## config.mk

```make
export PLATFORM = sky130hd
export DESIGN_NAME = als_top
export DESIGN_NICKNAME = d
export VERILOG_FILES = /design/src/als_pkg.sv /design/src/als_tmr_if.sv /design/src/als_timer.sv /design/src/als_top.sv
export SDC_FILE = /design/constraint.sdc
export NUM_CORES = 1
export LEC_CHECK = 0
export BUFFER_PORTS_ARGS = -buffer_cell sky130_fd_sc_hd__buf_2
export CAP_MARGIN = 40
export CORE_MARGIN = 4
export CORE_UTILIZATION = 55
export DETAILED_ROUTE_END_ITERATION = 10
export GPL_ROUTABILITY_DRIVEN = 0
export HOLD_SLACK_MARGIN = 0.06
export PLACE_DENSITY = 0.8
export SYNTH_ARGS = -nofsm -noshare
export SYNTH_HDL_FRONTEND = slang
export SYNTH_SLANG_ARGS = --single-unit
```

## constraint.sdc

```tcl
create_clock -name pclk -period 6.7 [get_ports pclk]
set_input_delay 0.335 -clock pclk [delete_from_list [all_inputs] [get_ports pclk]]
set_output_delay 0.335 -clock pclk [all_outputs]
set_load 0.02 [all_outputs]
```

## src/als_pkg.sv

```systemverilog
package als_pkg;
  // clock and time base
  localparam int CLK_HZ = 25_000_000;
  localparam int SEC_TIME_S = 1;
  localparam int SEC_CYCLES = CLK_HZ * SEC_TIME_S;
  localparam int SEC_PER_MIN = 60;
  localparam int MIN_PER_HOUR = 60;
  localparam int JAM_TIME_MIN = 3;
  localparam int JAM_TIME_S = JAM_TIME_MIN * SEC_PER_MIN;
  localparam int ENTRY_TIME_S = 25;
  localparam int STATUS_PERIOD_MIN = 1 * MIN_PER_HOUR;
  localparam int BURST_WINDOW_MIN = 6;
  // link message layout: type in the top two bits, sensor id or digit below
  localparam int MSG_BITS = 8;
  localparam int ID_W = 6;
  localparam int DIGIT_W = 4;
  localparam int CODE_DIGITS = 4;
  localparam int NUM_WORDS = 10;
  localparam logic [1:0] AGE_INIT = 2'h2;
  localparam logic [1:0] MISS_LIMIT = 2'h2;
  typedef enum logic [1:0] {
    MSG_CODE = 2'h0,
    MSG_ALARM = 2'h1,
    MSG_SECURE = 2'h2,
    MSG_STATUS = 2'h3
  } als_msg_t;
  // system state, one-hot
  typedef enum logic [2:0] {
    ST_DISARMED = 3'h1,
    ST_ARMED = 3'h2,
    ST_ENTRY = 3'h4
  } als_state_t;
  // sensor mode selections
  localparam logic [1:0] SMODE_NONE = 2'h0;
  localparam logic [1:0] SMODE_PERIM = 2'h1;
  // display codes for non-sensor events, in BCD
  localparam logic [7:0] CODE_TAMPER = 8'h97;
  localparam logic [7:0] CODE_ENTRY = 8'h98;
  localparam logic [7:0] CODE_JAM = 8'h99;
  // register byte offsets
  localparam logic [11:0] REG_CTRL = 12'h000;
  localparam logic [11:0] REG_MODE = 12'h004;
  localparam logic [11:0] REG_PRUNE = 12'h008;
  localparam logic [11:0] REG_PERIM = 12'h00C;
  localparam logic [11:0] REG_COMBO = 12'h010;
  localparam logic [11:0] REG_KEY = 12'h014;
  localparam logic [11:0] REG_PANEL = 12'h018;
  localparam logic [11:0] REG_ENTRY = 12'h01C;
  localparam logic [11:0] REG_STATUS = 12'h020;
  localparam logic [11:0] REG_EVENT = 12'h024;
  localparam logic [11:0] REG_SWSEL = 12'h028;
  localparam logic [11:0] REG_SWDATA = 12'h02C;
  // field positions
  localparam int CTRL_ARM = 0;
  localparam int CTRL_FLAGS_LSB = 4;
  localparam int MODE_AMODE_LSB = 2;
  localparam int ST_ARMED_BIT = 0;
  localparam int ST_ALARM_BIT = 1;
  localparam int ST_TROUBLE_BIT = 2;
  localparam int ST_BYPASS_BIT = 3;
  localparam int ST_ALERT_BIT = 4;
  localparam int ST_FLASH_BIT = 5;
  localparam int ST_JAM_BIT = 6;
  localparam int EV_TROUBLE_LSB = 8;
  // synchronised pin bundle positions
  localparam int PIN_RX_CLK = 0;
  localparam int PIN_RX_DATA = 1;
  localparam int PIN_FRAME = 2;
  localparam int PIN_LOCK = 3;
  localparam int PIN_TAMP_LSB = 4;
  localparam int PIN_DOOR = 7;
  localparam int PIN_EC = 8;
  localparam int PIN_BTN = 9;
  localparam int PIN_SW_LSB = 10;
  localparam int PIN_W = 18;
endpackage

```

## src/als_tmr_if.sv

```systemverilog
`timescale 1ns/1ps
interface als_tmr_if;
  logic run;
  logic tick;
  logic done;
  modport owner (output run, output tick, input done);
  modport timer (input run, input tick, output done);
endinterface

```

## src/als_timer.sv

```systemverilog
`timescale 1ns/1ps
// counts ticks while run is high; periodic mode pulses done every LIMIT ticks,
// one-shot mode raises done after more than LIMIT ticks and holds it while run
module als_timer #(
  parameter int LIMIT = 60,
  parameter bit PERIODIC = 1'b1
) (
  input wire logic pclk,
  input wire logic presetn,
  als_tmr_if.timer t
);
  localparam int W = $clog2(LIMIT + 1);
  logic [W-1:0] count;
  logic done_q;

  // tick counter
  always_ff @(posedge pclk or negedge presetn) begin
    if (!presetn) begin
      count <= '0;
      done_q <= 1'b0;
    end else if (!t.run) begin
      count <= '0;
      done_q <= 1'b0;
    end else if (PERIODIC) begin
      done_q <= 1'b0;
      if (t.tick) begin
        if (count == W'(LIMIT - 1)) begin
          count <= '0;
          done_q <= 1'b1;
        end else begin
          count <= count + W'(1);
        end
      end
    end else if (t.tick && !done_q) begin
      if (count == W'(LIMIT)) begin
        done_q <= 1'b1;
      end else begin
        count <= count + W'(1);
      end
    end
  end

  assign t.done = done_q;
endmodule

```

## src/als_top.sv

```systemverilog
`timescale 1ns/1ps
// Summary of operation
// (RULE_01) armed sensors are judged by sensor mode and pruning mask
// (RULE_02) a sensor sends each alarm message five times a minute apart
// (RULE_03) a sensor sends each secure message five times a minute apart
// (RULE_04) lock indicator held for three minutes or more raises an alarm; the code needs it held for more than 180 second ticks
// (RULE_05) a secure message with no alarm before it raises an alarm
// (RULE_06) every sensor sends one status message each hour
// (RULE_07) trouble is declared after two missed hourly status messages
// (RULE_08) pulling a sensor's mounting screw makes it send alarm messages
// (RULE_09) any tamper switch raises an alarm, armed or not
// (RULE_10) panel code then open door bypasses tampers until door closes
// (RULE_11) correct encrypted entrance code disarms and releases the strike
// (RULE_12) alarm or trouble while armed makes the keyboard light flash
// (RULE_13) trouble button after an alarm flashes the alarmed sensor number
// (RULE_14) trouble shows steadily: sensor number or a jamming code
// (RULE_15) no entrance control: entry alert, alarm unless panel code in 25 s; the code raises it after more than 25 second ticks
// (RULE_16) one input port shows one of ten selectable switch words
// (RULE_17) link messages arrive serially one bit at a time
// (RULE_18) output port one carries BCD digits for the trouble display
// (RULE_19) output port two drives the alarm and sensor mode LEDs
// (RULE_20) output port three drives lights, alert, alarm and link flags
// (RULE_21) repeated copies of one message within a burst count once
module als_top #(
  parameter int NUM_SENSORS = 16,
  parameter int SEC_CYCLES = als_pkg::SEC_CYCLES
) (
  input wire logic pclk,
  input wire logic presetn,
  input wire logic psel,
  input wire logic penable,
  input wire logic pwrite,
  input wire logic [11:0] paddr,
  input wire logic [31:0] pwdata,
  output logic [31:0] prdata,
  output logic pready,
  output logic pslverr,
  input wire logic rx_clk,
  input wire logic rx_data,
  input wire logic rx_frame,
  input wire logic rx_lock,
  input wire logic [2:0] tamper,
  input wire logic door_open,
  input wire logic ec_present,
  input wire logic trouble_btn,
  input wire logic [7:0] sw_data,
  output logic [3:0] sw_sel,
  output logic [7:0] disp_bcd,
  output logic disp_on,
  output logic [7:0] mode_leds,
  output logic [7:0] port3,
  output logic ec_strike,
  output logic ec_flash
);
  // pin synchroniser: three stages, a change counts once stages two and three agree
  logic [als_pkg::PIN_W-1:0] pin_raw, s1, s2, s3, pins, pins_q;
  assign pin_raw = {sw_data, trouble_btn, ec_present, door_open, tamper, rx_lock, rx_frame,
                    rx_data, rx_clk};
  always_ff @(posedge pclk or negedge presetn) begin
    if (!presetn) begin
      s1 <= '0;
      s2 <= '0;
      s3 <= '0;
      pins <= '0;
      pins_q <= '0;
    end else begin
      s1 <= pin_raw;
      s2 <= s1;
      s3 <= s2;
      pins <= (s2 & ~(s2 ^ s3)) | (pins & (s2 ^ s3));
      pins_q <= pins;
    end
  end

  logic frame, lock, door, ec_on, btn, clk_rise;
  logic [2:0] tamp, tamp_q;
  assign frame = pins[als_pkg::PIN_FRAME];
  assign lock = pins[als_pkg::PIN_LOCK];
  assign door = pins[als_pkg::PIN_DOOR];
  assign ec_on = pins[als_pkg::PIN_EC];
  assign btn = pins[als_pkg::PIN_BTN];
  assign tamp = pins[als_pkg::PIN_TAMP_LSB +: 3];
  assign tamp_q = pins_q[als_pkg::PIN_TAMP_LSB +: 3];
  assign clk_rise = pins[als_pkg::PIN_RX_CLK] & ~pins_q[als_pkg::PIN_RX_CLK];

  // time base: seconds, minutes, burst window, hour, jam and entry timers
  als_tmr_if sec_if();
  als_tmr_if min_if();
  als_tmr_if burst_if();
  als_tmr_if hour_if();
  als_tmr_if jam_if();
  als_tmr_if entry_if();
  als_pkg::als_state_t state;
  assign sec_if.run = 1'b1;
  assign sec_if.tick = 1'b1;
  assign min_if.run = 1'b1;
  assign min_if.tick = sec_if.done;
  assign burst_if.run = 1'b1;
  assign burst_if.tick = min_if.done;
  assign hour_if.run = 1'b1;
  assign hour_if.tick = min_if.done;
  assign jam_if.run = lock;
  assign jam_if.tick = sec_if.done;
  assign entry_if.run = (state == als_pkg::ST_ENTRY);
  assign entry_if.tick = sec_if.done;
  als_timer #(.LIMIT(SEC_CYCLES), .PERIODIC(1'b1)) u_sec (
    .pclk(pclk), .presetn(presetn), .t(sec_if));
  als_timer #(.LIMIT(als_pkg::SEC_PER_MIN), .PERIODIC(1'b1)) u_min (
    .pclk(pclk), .presetn(presetn), .t(min_if));
  als_timer #(.LIMIT(als_pkg::BURST_WINDOW_MIN), .PERIODIC(1'b1)) u_burst (
    .pclk(pclk), .presetn(presetn), .t(burst_if));
  als_timer #(.LIMIT(als_pkg::STATUS_PERIOD_MIN), .PERIODIC(1'b1)) u_hour (
    .pclk(pclk), .presetn(presetn), .t(hour_if));
  // (RULE_04) jam hold timer
  als_timer #(.LIMIT(als_pkg::JAM_TIME_S), .PERIODIC(1'b0)) u_jam (
    .pclk(pclk), .presetn(presetn), .t(jam_if));
  // (RULE_15) entry delay timer
  als_timer #(.LIMIT(als_pkg::ENTRY_TIME_S), .PERIODIC(1'b0)) u_entry (
    .pclk(pclk), .presetn(presetn), .t(entry_if));

  // apb decode
  logic wr, rd_setup, hit;
  assign wr = psel & penable & pwrite;
  assign rd_setup = psel & ~penable & ~pwrite;
  assign pready = 1'b1;
  always_comb begin
    unique case (paddr)
      als_pkg::REG_CTRL, als_pkg::REG_MODE, als_pkg::REG_PRUNE, als_pkg::REG_PERIM,
      als_pkg::REG_COMBO, als_pkg::REG_KEY, als_pkg::REG_PANEL, als_pkg::REG_ENTRY,
      als_pkg::REG_STATUS, als_pkg::REG_EVENT, als_pkg::REG_SWSEL,
      als_pkg::REG_SWDATA: hit = 1'b1;
      default: hit = 1'b0;
    endcase
  end
  assign pslverr = psel & penable & ~hit;

  // software registers
  logic [3:0] flags;
  logic [1:0] smode, amode;
  logic [NUM_SENSORS-1:0] prune, perim;
  logic [15:0] combo;
  logic [7:0] key;
  logic [als_pkg::ID_W-1:0] entry_id;
  always_ff @(posedge pclk or negedge presetn) begin
    if (!presetn) begin
      flags <= '0;
      smode <= '0;
      amode <= '0;
      prune <= '0;
      perim <= '0;
      combo <= '0;
      key <= '0;
      entry_id <= '0;
      sw_sel <= '0;
    end else if (wr) begin
      if (paddr == als_pkg::REG_CTRL) flags <= pwdata[als_pkg::CTRL_FLAGS_LSB +: 4];
      if (paddr == als_pkg::REG_MODE) begin
        smode <= pwdata[1:0];
        amode <= pwdata[als_pkg::MODE_AMODE_LSB +: 2];
      end
      if (paddr == als_pkg::REG_PRUNE) prune <= pwdata[NUM_SENSORS-1:0];
      if (paddr == als_pkg::REG_PERIM) perim <= pwdata[NUM_SENSORS-1:0];
      if (paddr == als_pkg::REG_COMBO) combo <= pwdata[15:0];
      if (paddr == als_pkg::REG_KEY) key <= pwdata[7:0];
      if (paddr == als_pkg::REG_ENTRY) entry_id <= pwdata[als_pkg::ID_W-1:0];
      // (RULE_16) word select writes past the ten words are ignored
      if (paddr == als_pkg::REG_SWSEL && pwdata[3:0] < 4'(als_pkg::NUM_WORDS))
        sw_sel <= pwdata[3:0];
    end
  end

  // (RULE_17) serial message assembly on recovered clock edges
  logic [als_pkg::MSG_BITS-1:0] shreg;
  logic [3:0] bit_cnt;
  logic msg_valid;
  always_ff @(posedge pclk or negedge presetn) begin
    if (!presetn) begin
      shreg <= '0;
      bit_cnt <= '0;
      msg_valid <= 1'b0;
    end else begin
      msg_valid <= frame & clk_rise & (bit_cnt == 4'(als_pkg::MSG_BITS - 1));
      if (!frame) begin
        bit_cnt <= '0;
      end else if (clk_rise && bit_cnt != 4'(als_pkg::MSG_BITS)) begin
        shreg <= {shreg[als_pkg::MSG_BITS-2:0], pins[als_pkg::PIN_RX_DATA]};
        bit_cnt <= bit_cnt + 4'h1;
      end
    end
  end
  logic [1:0] msg_type;
  logic [als_pkg::ID_W-1:0] msg_id;
  logic is_sensor, is_code;
  assign msg_type = shreg[als_pkg::MSG_BITS-1 -: 2];
  assign msg_id = shreg[als_pkg::ID_W-1:0];
  assign is_code = msg_valid & (msg_type == als_pkg::MSG_CODE);
  assign is_sensor = msg_valid & ~is_code & (int'(msg_id) < NUM_SENSORS);

  // (RULE_11) encrypted digits decoded with either key alternation
  logic [15:0] ec_hist, pn_hist, key_a, key_b;
  logic [2:0] ec_cnt, pn_cnt;
  logic ec_match, pn_match, pn_wr;
  assign key_a = {key, key};
  assign key_b = {key[3:0], key[7:4], key[3:0], key[7:4]};
  assign pn_wr = wr & (paddr == als_pkg::REG_PANEL);
  assign ec_match = (ec_cnt == 3'(als_pkg::CODE_DIGITS)) &
                    (((ec_hist ^ key_a) == combo) | ((ec_hist ^ key_b) == combo));
  assign pn_match = (pn_cnt == 3'(als_pkg::CODE_DIGITS)) & (pn_hist == combo);
  always_ff @(posedge pclk or negedge presetn) begin
    if (!presetn) begin
      ec_hist <= '0;
      ec_cnt <= '0;
      pn_hist <= '0;
      pn_cnt <= '0;
    end else begin
      if (ec_match) begin
        ec_cnt <= '0;
      end else if (is_code) begin
        ec_hist <= {ec_hist[11:0], shreg[als_pkg::DIGIT_W-1:0]};
        if (ec_cnt != 3'(als_pkg::CODE_DIGITS)) ec_cnt <= ec_cnt + 3'h1;
      end
      if (pn_match) begin
        pn_cnt <= '0;
      end else if (pn_wr) begin
        pn_hist <= {pn_hist[11:0], pwdata[als_pkg::DIGIT_W-1:0]};
        if (pn_cnt != 3'(als_pkg::CODE_DIGITS)) pn_cnt <= pn_cnt + 3'h1;
      end
    end
  end

  // per-sensor table lookup and status scan
  logic [1:0] last_type [NUM_SENSORS];
  logic [1:0] age [NUM_SENSORS];
  logic [1:0] missed [NUM_SENSORS];
  logic [NUM_SENSORS-1:0] seen, mon_mask;
  logic dup, was_alarm, mon, miss_hit;
  logic [als_pkg::ID_W-1:0] miss_id;
  localparam logic [1:0] MISS_LIMIT_M1 = als_pkg::MISS_LIMIT - 2'h1;
  // (RULE_01) mode and pruning select monitored sensors
  assign mon_mask = prune & ((smode == als_pkg::SMODE_PERIM) ? perim :
                    (smode == als_pkg::SMODE_NONE) ? '0 : '1);
  always_comb begin
    dup = 1'b0;
    was_alarm = 1'b0;
    mon = 1'b0;
    miss_hit = 1'b0;
    miss_id = '0;
    for (int s = 0; s < NUM_SENSORS; s++) begin
      if (is_sensor && msg_id == als_pkg::ID_W'(s)) begin
        // (RULE_21) same type inside burst window
        dup = (age[s] != 2'h0) && (last_type[s] == msg_type);
        was_alarm = (last_type[s] == als_pkg::MSG_ALARM);
        mon = mon_mask[s];
      end
      // (RULE_07) second missed status
      if (hour_if.done && !seen[s] && missed[s] == MISS_LIMIT_M1 && !miss_hit) begin
        miss_hit = 1'b1;
        miss_id = als_pkg::ID_W'(s);
      end
    end
  end

  // per-sensor table update; a new message wins over ageing in the same cycle
  always_ff @(posedge pclk or negedge presetn) begin
    if (!presetn) begin
      seen <= '0;
      for (int s = 0; s < NUM_SENSORS; s++) begin
        last_type[s] <= als_pkg::MSG_SECURE;
        age[s] <= '0;
        missed[s] <= '0;
      end
    end else begin
      for (int s = 0; s < NUM_SENSORS; s++) begin
        // (RULE_02) burst copies age out after the window
        if (burst_if.done && age[s] != 2'h0) age[s] <= age[s] - 2'h1;
        // (RULE_06) hourly status bookkeeping
        if (hour_if.done) begin
          seen[s] <= 1'b0;
          if (!seen[s] && missed[s] != als_pkg::MISS_LIMIT) missed[s] <= missed[s] + 2'h1;
        end
        if (is_sensor && msg_id == als_pkg::ID_W'(s)) begin
          // (RULE_03) each copy restarts the window
          age[s] <= als_pkg::AGE_INIT;
          if (!dup) last_type[s] <= msg_type;
          if (msg_type == als_pkg::MSG_STATUS) begin
            seen[s] <= 1'b1;
            missed[s] <= '0;
          end
        end
      end
    end
  end

  // alarm sources
  logic armed, sensor_alarm, entry_start, orphan, tamper_alarm, jam_alarm, jam_q;
  logic entry_fail, alarm_ev, bypass, panel_ok;
  assign armed = (state != als_pkg::ST_DISARMED);
  assign sensor_alarm = is_sensor & ~dup & mon & armed & (msg_type == als_pkg::MSG_ALARM);
  // (RULE_15) entry sensor starts the delay when no entrance control
  assign entry_start = sensor_alarm & ~ec_on & (msg_id == entry_id) &
                       (state == als_pkg::ST_ARMED);
  // (RULE_05) orphan secure alarm
  assign orphan = is_sensor & ~dup & mon & armed & (msg_type == als_pkg::MSG_SECURE) &
                  ~was_alarm;
  // (RULE_09) tamper edge alarm
  assign tamper_alarm = |(tamp & ~tamp_q) & ~bypass;
  // (RULE_04) jam alarm on first expiry
  assign jam_alarm = jam_if.done & ~jam_q;
  assign entry_fail = (state == als_pkg::ST_ENTRY) & entry_if.done;
  assign alarm_ev = (sensor_alarm & ~entry_start) | orphan | tamper_alarm | jam_alarm |
                    entry_fail;

  function automatic logic [7:0] to_bcd(input logic [als_pkg::ID_W-1:0] v);
    logic [als_pkg::ID_W-1:0] tens;
    logic [als_pkg::ID_W-1:0] units;
    tens = v / als_pkg::ID_W'(10);
    units = v % als_pkg::ID_W'(10);
    return {tens[3:0], units[3:0]};
  endfunction

  // (RULE_10) tamper bypass after panel code and door open
  always_ff @(posedge pclk or negedge presetn) begin
    if (!presetn) begin
      panel_ok <= 1'b0;
      bypass <= 1'b0;
    end else begin
      if (!door) begin
        bypass <= 1'b0;
        if (bypass) panel_ok <= 1'b0;
      end else if (panel_ok) begin
        bypass <= 1'b1;
      end
      if (pn_match && !door) panel_ok <= 1'b1;
    end
  end

  // system state machine
  logic disarm, arm_req, sw_disarm;
  assign arm_req = wr & (paddr == als_pkg::REG_CTRL) & pwdata[als_pkg::CTRL_ARM];
  assign sw_disarm = wr & (paddr == als_pkg::REG_CTRL) & ~pwdata[als_pkg::CTRL_ARM];
  assign disarm = armed & (ec_match | pn_match | sw_disarm);
  always_ff @(posedge pclk or negedge presetn) begin
    if (!presetn) begin
      state <= als_pkg::ST_DISARMED;
    end else begin
      unique case (state)
        als_pkg::ST_DISARMED: if (arm_req) state <= als_pkg::ST_ARMED;
        als_pkg::ST_ARMED: begin
          if (disarm) state <= als_pkg::ST_DISARMED;
          else if (entry_start) state <= als_pkg::ST_ENTRY;
        end
        als_pkg::ST_ENTRY: begin
          if (disarm) state <= als_pkg::ST_DISARMED;
          else if (entry_fail) state <= als_pkg::ST_ARMED;
        end
        default: state <= als_pkg::ST_DISARMED;
      endcase
    end
  end

  // alarm, trouble and flash flags; set wins over a software clear
  logic alarm, trouble, armed_ev;
  logic [7:0] alarm_code, trouble_code;
  logic clr_wr;
  assign clr_wr = wr & (paddr == als_pkg::REG_STATUS);
  always_ff @(posedge pclk or negedge presetn) begin
    if (!presetn) begin
      alarm <= 1'b0;
      trouble <= 1'b0;
      armed_ev <= 1'b0;
      alarm_code <= '0;
      trouble_code <= '0;
      ec_flash <= 1'b0;
      ec_strike <= 1'b0;
      jam_q <= 1'b0;
    end else begin
      jam_q <= jam_if.done;
      // (RULE_11) strike release pulse
      ec_strike <= ec_match;
      if (clr_wr && pwdata[als_pkg::ST_ALARM_BIT]) alarm <= 1'b0;
      if (clr_wr && pwdata[als_pkg::ST_TROUBLE_BIT]) trouble <= 1'b0;
      if (clr_wr && pwdata[als_pkg::ST_FLASH_BIT]) ec_flash <= 1'b0;
      if (arm_req && !armed) begin
        armed_ev <= 1'b0;
        ec_flash <= 1'b0;
      end
      if (alarm_ev) begin
        alarm <= 1'b1;
        if (!alarm) alarm_code <= tamper_alarm ? als_pkg::CODE_TAMPER :
                                  jam_alarm ? als_pkg::CODE_JAM :
                                  entry_fail ? als_pkg::CODE_ENTRY : to_bcd(msg_id);
      end
      // (RULE_14) trouble code: sensor number or jamming
      if (miss_hit || jam_alarm) begin
        trouble <= 1'b1;
        trouble_code <= jam_alarm ? als_pkg::CODE_JAM : to_bcd(miss_id);
      end
      if ((alarm_ev || miss_hit || jam_alarm) && armed) armed_ev <= 1'b1;
      // (RULE_12) keyboard flash on disarm
      if (disarm && (armed_ev || alarm_ev || miss_hit)) ec_flash <= 1'b1;
    end
  end

  // output ports and display
  logic blink;
  always_ff @(posedge pclk or negedge presetn) begin
    if (!presetn) begin
      blink <= 1'b0;
      disp_bcd <= '0;
      disp_on <= 1'b0;
      mode_leds <= '0;
      port3 <= '0;
    end else begin
      if (sec_if.done) blink <= ~blink;
      // (RULE_18) BCD to display port
      disp_bcd <= alarm ? alarm_code : trouble_code;
      // (RULE_13) flashing alarm, steady trouble
      disp_on <= btn & (alarm ? blink : trouble);
      // (RULE_19) mode LEDs one-hot
      mode_leds <= {4'(4'h1 << amode), 4'(4'h1 << smode)};
      // (RULE_20) lights, alert, alarm and link flags
      port3 <= {flags, alarm, (state == als_pkg::ST_ENTRY), bypass, armed};
    end
  end

  // apb read data captured in the setup cycle
  always_ff @(posedge pclk or negedge presetn) begin
    if (!presetn) begin
      prdata <= '0;
    end else if (rd_setup) begin
      prdata <= '0;
      unique case (paddr)
        als_pkg::REG_CTRL: prdata <= 32'({flags, 3'h0, armed});
        als_pkg::REG_MODE: prdata <= 32'({amode, smode});
        als_pkg::REG_PRUNE: prdata <= 32'(prune);
        als_pkg::REG_PERIM: prdata <= 32'(perim);
        als_pkg::REG_COMBO: prdata <= 32'(combo);
        als_pkg::REG_KEY: prdata <= 32'(key);
        als_pkg::REG_ENTRY: prdata <= 32'(entry_id);
        als_pkg::REG_STATUS: prdata <= 32'({jam_if.done, ec_flash,
                              (state == als_pkg::ST_ENTRY), bypass, trouble, alarm, armed});
        als_pkg::REG_EVENT: prdata <= 32'({trouble_code, alarm_code});
        als_pkg::REG_SWSEL: prdata <= 32'(sw_sel);
        // (RULE_16) selected switch word
        als_pkg::REG_SWDATA: prdata <= 32'(pins[als_pkg::PIN_SW_LSB +: 8]);
        default: prdata <= '0;
      endcase
    end
  end
endmodule

```

==> results of run 1 <==
==> routing by layer <==
metal | vias to the layer above | track usage, % | wire, um
li1 | 6859 | - | -
met1 | 7538 | 32.0 | 20700
met2 | 572 | 40.7 | 24500
met3 | 140 | 5.18 | 3490
met4 | 0 | 10.6 | 2180
met5 | - | 0 | 0
==> power groups by stage <==
stage | logic (mW) | clock network (mW) | registers (mW)
floorplan | 0.547 | 0 | 2.80
global placement | 0.732 | 0 | 2.85
detailed placement | 0.748 | 0 | 2.85
CTS | 0.767 | 2.63 | 2.80
global route | 0.847 | 2.75 | 2.81
finish | 0.780 | 2.59 | 2.80
==> metrics by stage <==
step                      setup WS (ns)  utilization (%)  total power, mW  cells  hold WS, ns
after detailed placement           3.21             58.2             3.60   2438        0.336
final                              3.17             63.1             6.17   2553        0.119
after global routing               2.92             63.1             6.41   2553       0.0900
after floorplan                    3.65                -             3.35   1896       0.0394
after CTS                          3.21             63.1             6.20   2553       0.0762
after global placement             3.26             58.2             3.58   2437        0.333
==> registers in the layout, summed over array words and instances, names as in the netlist, 8 cells and up, named ones only <==
signal	count
prdata	16
port3	8
age	32
shreg	8
key	8
u_sec.count	25
mode_leds	8
u_jam.count	8
combo	16
s1	18
alarm_code	8
prune	16
perim	16
s3	18
disp_bcd	8
s2	18
ec_hist	16
seen	16
missed	32
pn_hist	16
last_type	32
==> area by class of cell <==
cell class | instances | area [um^2]
flip-flops and latches | 439 | 11000
well taps | 511 | 639
inverters | 101 | 379
clock buffers | 67 | 1360
fillers | 2915 | 13900
clock inverters | 20 | 206
repair buffers | 144 | 938
multi-input cells | 1271 | 9250
==> synth_stat cells, types with 18 or more instances <==
cell	n
nor3_1	41
nor2b_1	37
and2_1	18
mux2_2	112
a31oi_1	18
and3_1	20
ha_1	63
a21o_1	27
o21ai_0	54
nand4_1	31
mux2_1	23
xor2_1	79
nand2b_1	31
nand2_1	123
a22oi_1	29
buf_4	22
xnor2_1	64
inv_1	100
a21oi_1	40
or3_1	19
nand3_1	39
clkbuf_1	40
maj3_1	18
dfrtp_1	422
nor2_1	130
==> repair_timing <==
item                                   in CTS  in global routing
endpoints found under the hold margin     128                  0
hold buffers                               28                  0
resized for setup                           0                  0
==> logic make-up after synthesis <==
group / count (synthesis) / synth area share, %
other: 2 / 0.0357
DFF: 439 / 52.3
buffers and inverters: 186 / 3.98
adders and majority gates: 81 / 4.60
and+or+nand+nor: 573 / 14.5
xor gates and xnor gates: 145 / 6.17
muxes: 151 / 8.06
AOI/OAI and AO/OA: 304 / 10.4
==> final timing paths <==
| kind | from | end | slack [ns] | cells past startpoint |
|---|---|---|---|---|
| setup reg to reg | shreg[1] | alarm_code[1] | 3.17 | 8 |
| hold reg to reg | s1[10] | s2[10] | 0.33 | 0 |
| min in group asynchronous | presetn | pn_cnt[0] | 0.32 | 2 |
| hold / removal | pwdata[4] | prune[4] | 0.12 | 2 |
| max in group asynchronous | presetn | u_hour.count[2] | 4.96 | 3 |
| setup / recovery | shreg[1] | alarm_code[1] | 3.17 | 8 |
==> metrics.txt, run 1 <==
antenna violations before repair 0; CTS Buf Count 47; min Tclk post-route about 3.5 ns; Slew @ Worst Pin about 1.0 ns; Core ar. 37700 um^2; Antenna Nets Post-Route 0; CTS tree yes; VDD IR max around 0.00019 V; final net count 2134; MaxCap Viol Count 0; Synth Cell Area approximately 21000 um^2; top_reg_cell synth dfrtp_1; Ant. Diodes 0; clock buffer depth 3; first-pass GRT wire length 82.4 mm; EDFF count, synth 0; final slew viol count 0; unrepaired setup endpoints after global routing no; Clock power frac 41.9%; Iter 0 DRT Violations 1241; Die ar. between 40000 and 50000 um^2; vias in the first global route 15500; Max stage delay on crit path 0.69 ns; Post-Synthesis Cells 1881; Cell Area, Placed 21900 um^2; CP Cell Sequence buf_4 > nand2b_1 > a2111oi_0 > a221oi_1 > a211o_1 > a31oi_4 > o31ai_4 > mux2_4; sequential fraction of the synthesis area 52.3%; H-tree levels 2; most common cell after layout, fill and taps aside dfrtp_1; slew margin rel. a little under a third; Int Power 4.47 mW; Final period util 52.7%; Setup Skew 0.0270 ns; leading area contributor after synthesis dfrtp_1; Setup TNS 0 ns; Async SR Flop Fraction 100%; Syn-to-layout area delta 13.1%; register bit total from synthesis 439; Startpoint Class flop; Arr. time, crit path 4.02 ns; total net switching power between 1.5 and 2 mW; Final Cell Area between 20000 and 25000 um^2; Sequential Power Share between 40% and 50%; I/O Buffers 98; Critical-path top delay cell dfrtp_1; Clock Sinks 439; layout cells sized above 1 17.9%; ranking of synthesized cells by area dfrtp_1, mux2_2, ha_1, xor2_1, xnor2_1; worst path bufs/invs 1; kind of end point of the critical path flop; Final Hold Fails 0; DIE HEIGHT 204 um; setup bufs post-CTS 0; outcome completed; Synth top area share roughly half; drc violations 0; Initial Utilization 55.8%; most frequent cells in the layout dfrtp_1, nor2_1, nand2_1; Clock Pin Slew Worst Setup and Hold Paths 0.06 ns; clock root cell clkbuf_16; via count around 15000; Clk Latency, worst-skew pair 0.60 ns; HP Class input port to flop; final WL between 50 and 60 mm; Leak 11.3 nW; vias per cell about 5.9; Pre-antenna DRT Iters 6; global route total overflow 0; Setup Viol. Count Final 0; Tot GR Track Use 24.7%; wire length per cell 19.9 um; largest net degree at the start of global routing between 150 and 200; sw frac 27.6%; Top-Level Pins around 130; top cell family by delay on the critical path compound AO/OA/AOI/OAI gates; row cnt 71; Req. time, crit path 7.19 ns; post-synthesis area per instance 11.2 um^2; FMAX 283 MHz; Netlist cell types 99; Logic pwr share 12.6%; crit-path max FO 25; Die X 204 um; critical path class flop to flop; synthesis warning total 0; Final HPWL DP 35.2 mm; PwrDens 259 nW/um^2
Note: power is estimated with default switching activity, not from simulation.
==> inputs of run 2 (changes only) <==
==> constraint.sdc (replaced) <==
create_clock -name pclk -period 3.5 [get_ports pclk]
set_input_delay 0.175 -clock pclk [delete_from_list [all_inputs] [get_ports pclk]]
set_output_delay 0.175 -clock pclk [all_outputs]
set_load 0.02 [all_outputs]
==> run 2 against run 1 <==
Compared with the run above:
- cell count is 1.5% higher
- critical path depth stayed put
- fmax is 9.2% higher
- design area is 1.6% higher
- routed wire length is 2.5% higher
- largest cell class unchanged
==> metrics.txt, run 2 (same netlist as run 1, synthesis figures left out) <==
drc violations 0; Ant. Diodes 0; vias per cell 5.99; multi-input logic area 9250 um^2; setup bufs post-CTS 0; via count 15500; MaxCap Viol Count 0; CTS tree yes; hold slack 0.233 ns; Arr. time, crit path 3.70 ns; PwrDens 493 nW/um^2; Initial Utilization 55.8%; worst path bufs/invs 1; Syn-to-layout area delta 14.9%; Reg area 11000 um^2; FMAX 309 MHz; Layout fillers 2835; Pre-antenna DRT Iters 7; total net switching power 3.22 mW; DIE HEIGHT 204 um; Setup Skew between 0.02 and 0.03 ns; Final Hold Fails 0; kind of end point of the critical path flop; Clk Latency, worst-skew pair 0.59 ns; Startpoint Class flop; VDD IR max 0.000351 V; final net count 2174; Logic pwr share 13.5%; most common cell after layout, fill and taps aside dfrtp_1; outcome completed; final slew viol count 0; first-pass GRT wire length 84.7 mm; Slew @ Worst Pin 0.919 ns; Clock power frac a little over two fifths; crit-path max FO 11; final WL 52.2 mm; I/O Buffers 98; Final Cell Area 24200 um^2; CP Cell Sequence or3b_1 > nor4_2 > o21ai_0 > nand4_1 > o2111ai_2 > o31ai_4 > buf_4 > and2b_1; Core ar. 37700 um^2; Iter 0 DRT Violations 1104; Clock Sinks 439; Antenna Nets Post-Route 0; Sequential Power Share 45.0%; slew margin rel. 38.7%; Setup TNS 0 ns; Die ar. around 41000 um^2; critical path class flop to flop; global route total overflow 0; most frequent cells in the layout dfrtp_1, nor2_1, nand2_1; Int Power 8.70 mW; Setup Viol. Count Final 0; HP Class input port to flop; Clock Pin Slew Worst Setup and Hold Paths 0.06 ns; clock buffer depth 3; Critical-path top delay cell nor4_2; CTS Buf Count 45; Req. time, crit path 3.97 ns; total power 11.9 mW; Die X 204 um; vias in the first global route 15900; Tot GR Track Use 25.4%; layout cells sized above 1 19.0%; Final period util 92.4%; Max stage delay on crit path 0.60 ns; wire length per cell 20.1 um; min Tclk post-route 3.24 ns; row cnt 71; clock root cell clkbuf_16; biggest regs age x32, last_type x32, missed x32; largest net degree at the start of global routing 115; top cell family by delay on the critical path simple AND/OR/NAND/NOR gates; unrepaired setup endpoints after global routing no; Final HPWL DP about 37 mm; Cell Area, Placed between 20000 and 25000 um^2; Top-Level Pins 132; H-tree levels 2; antenna violations before repair 0; sw frac 27.0%; Leak 11.5 nW
-- run 2: final timing paths --
path / start / to / slack, ns / cells past startpoint
worst max-delay path: shreg[5] / alarm_code[6] / 0.26 / 8
max in group asynchronous: presetn / u_sec.count[10] / 2.21 / 4
min in group asynchronous: presetn / pn_cnt[1] / 0.29 / 2
worst min-delay path: sw_data[1] / s1[11] / 0.23 / 2
worst min register to register: s1[16] / s2[16] / 0.34 / 0
worst max register to register: shreg[5] / alarm_code[6] / 0.26 / 8
-- run 2: power groups by stage --
stage	clock network (mW)	logic [mW]	registers, mW
floorplan	0	1.05	5.36
global placement	0	1.49	5.43
detailed placement	0	1.53	5.44
CTS	5.05	1.57	5.35
global route	5.27	1.73	5.37
finish	4.95	1.61	5.36
-- run 2: cell type report --
type / count / share of cell area (%)
sequential: 439 / 45.6
multi-input combinational: 1271 / 38.3
timing repair buffer: 186 / 5.53
clock buffer: 66 / 5.45
tap: 511 / 2.65
inverter: 101 / 1.57
clock inverter: 18 / 0.953
-- run 2: what timing repair did --
item / 4_1_cts / 5_1_grt
hold buffers: 35 / 0
endpoints found under the hold margin: 204 / 0
resized for setup: 0 / 0
-- run 2: routing by layer --
| layer | vias to the layer above | track usage [%] | routed length [um] |
|---|---|---|---|
| met3 | 171 | 5.64 | 4170 |
| met5 | - | 0 | 0 |
| met1 | 7733 | 32.0 | 20300 |
| li1 | 6945 | - | - |
| met2 | 684 | 41.7 | 24900 |
| met4 | 0 | 12.8 | 2790 |
-- run 2: per-stage QoR --
step	utilization, %	worst slack, ns	std cells
4_1_cts	64.1	0.374	2592
3_3_place_gp	59.1	0.511	2473
2_1_floorplan	-	0.452	1896
5_1_grt	64.1	0.109	2592
3_5_place_dp	59.1	0.400	2473
6_report	64.1	0.265	2592
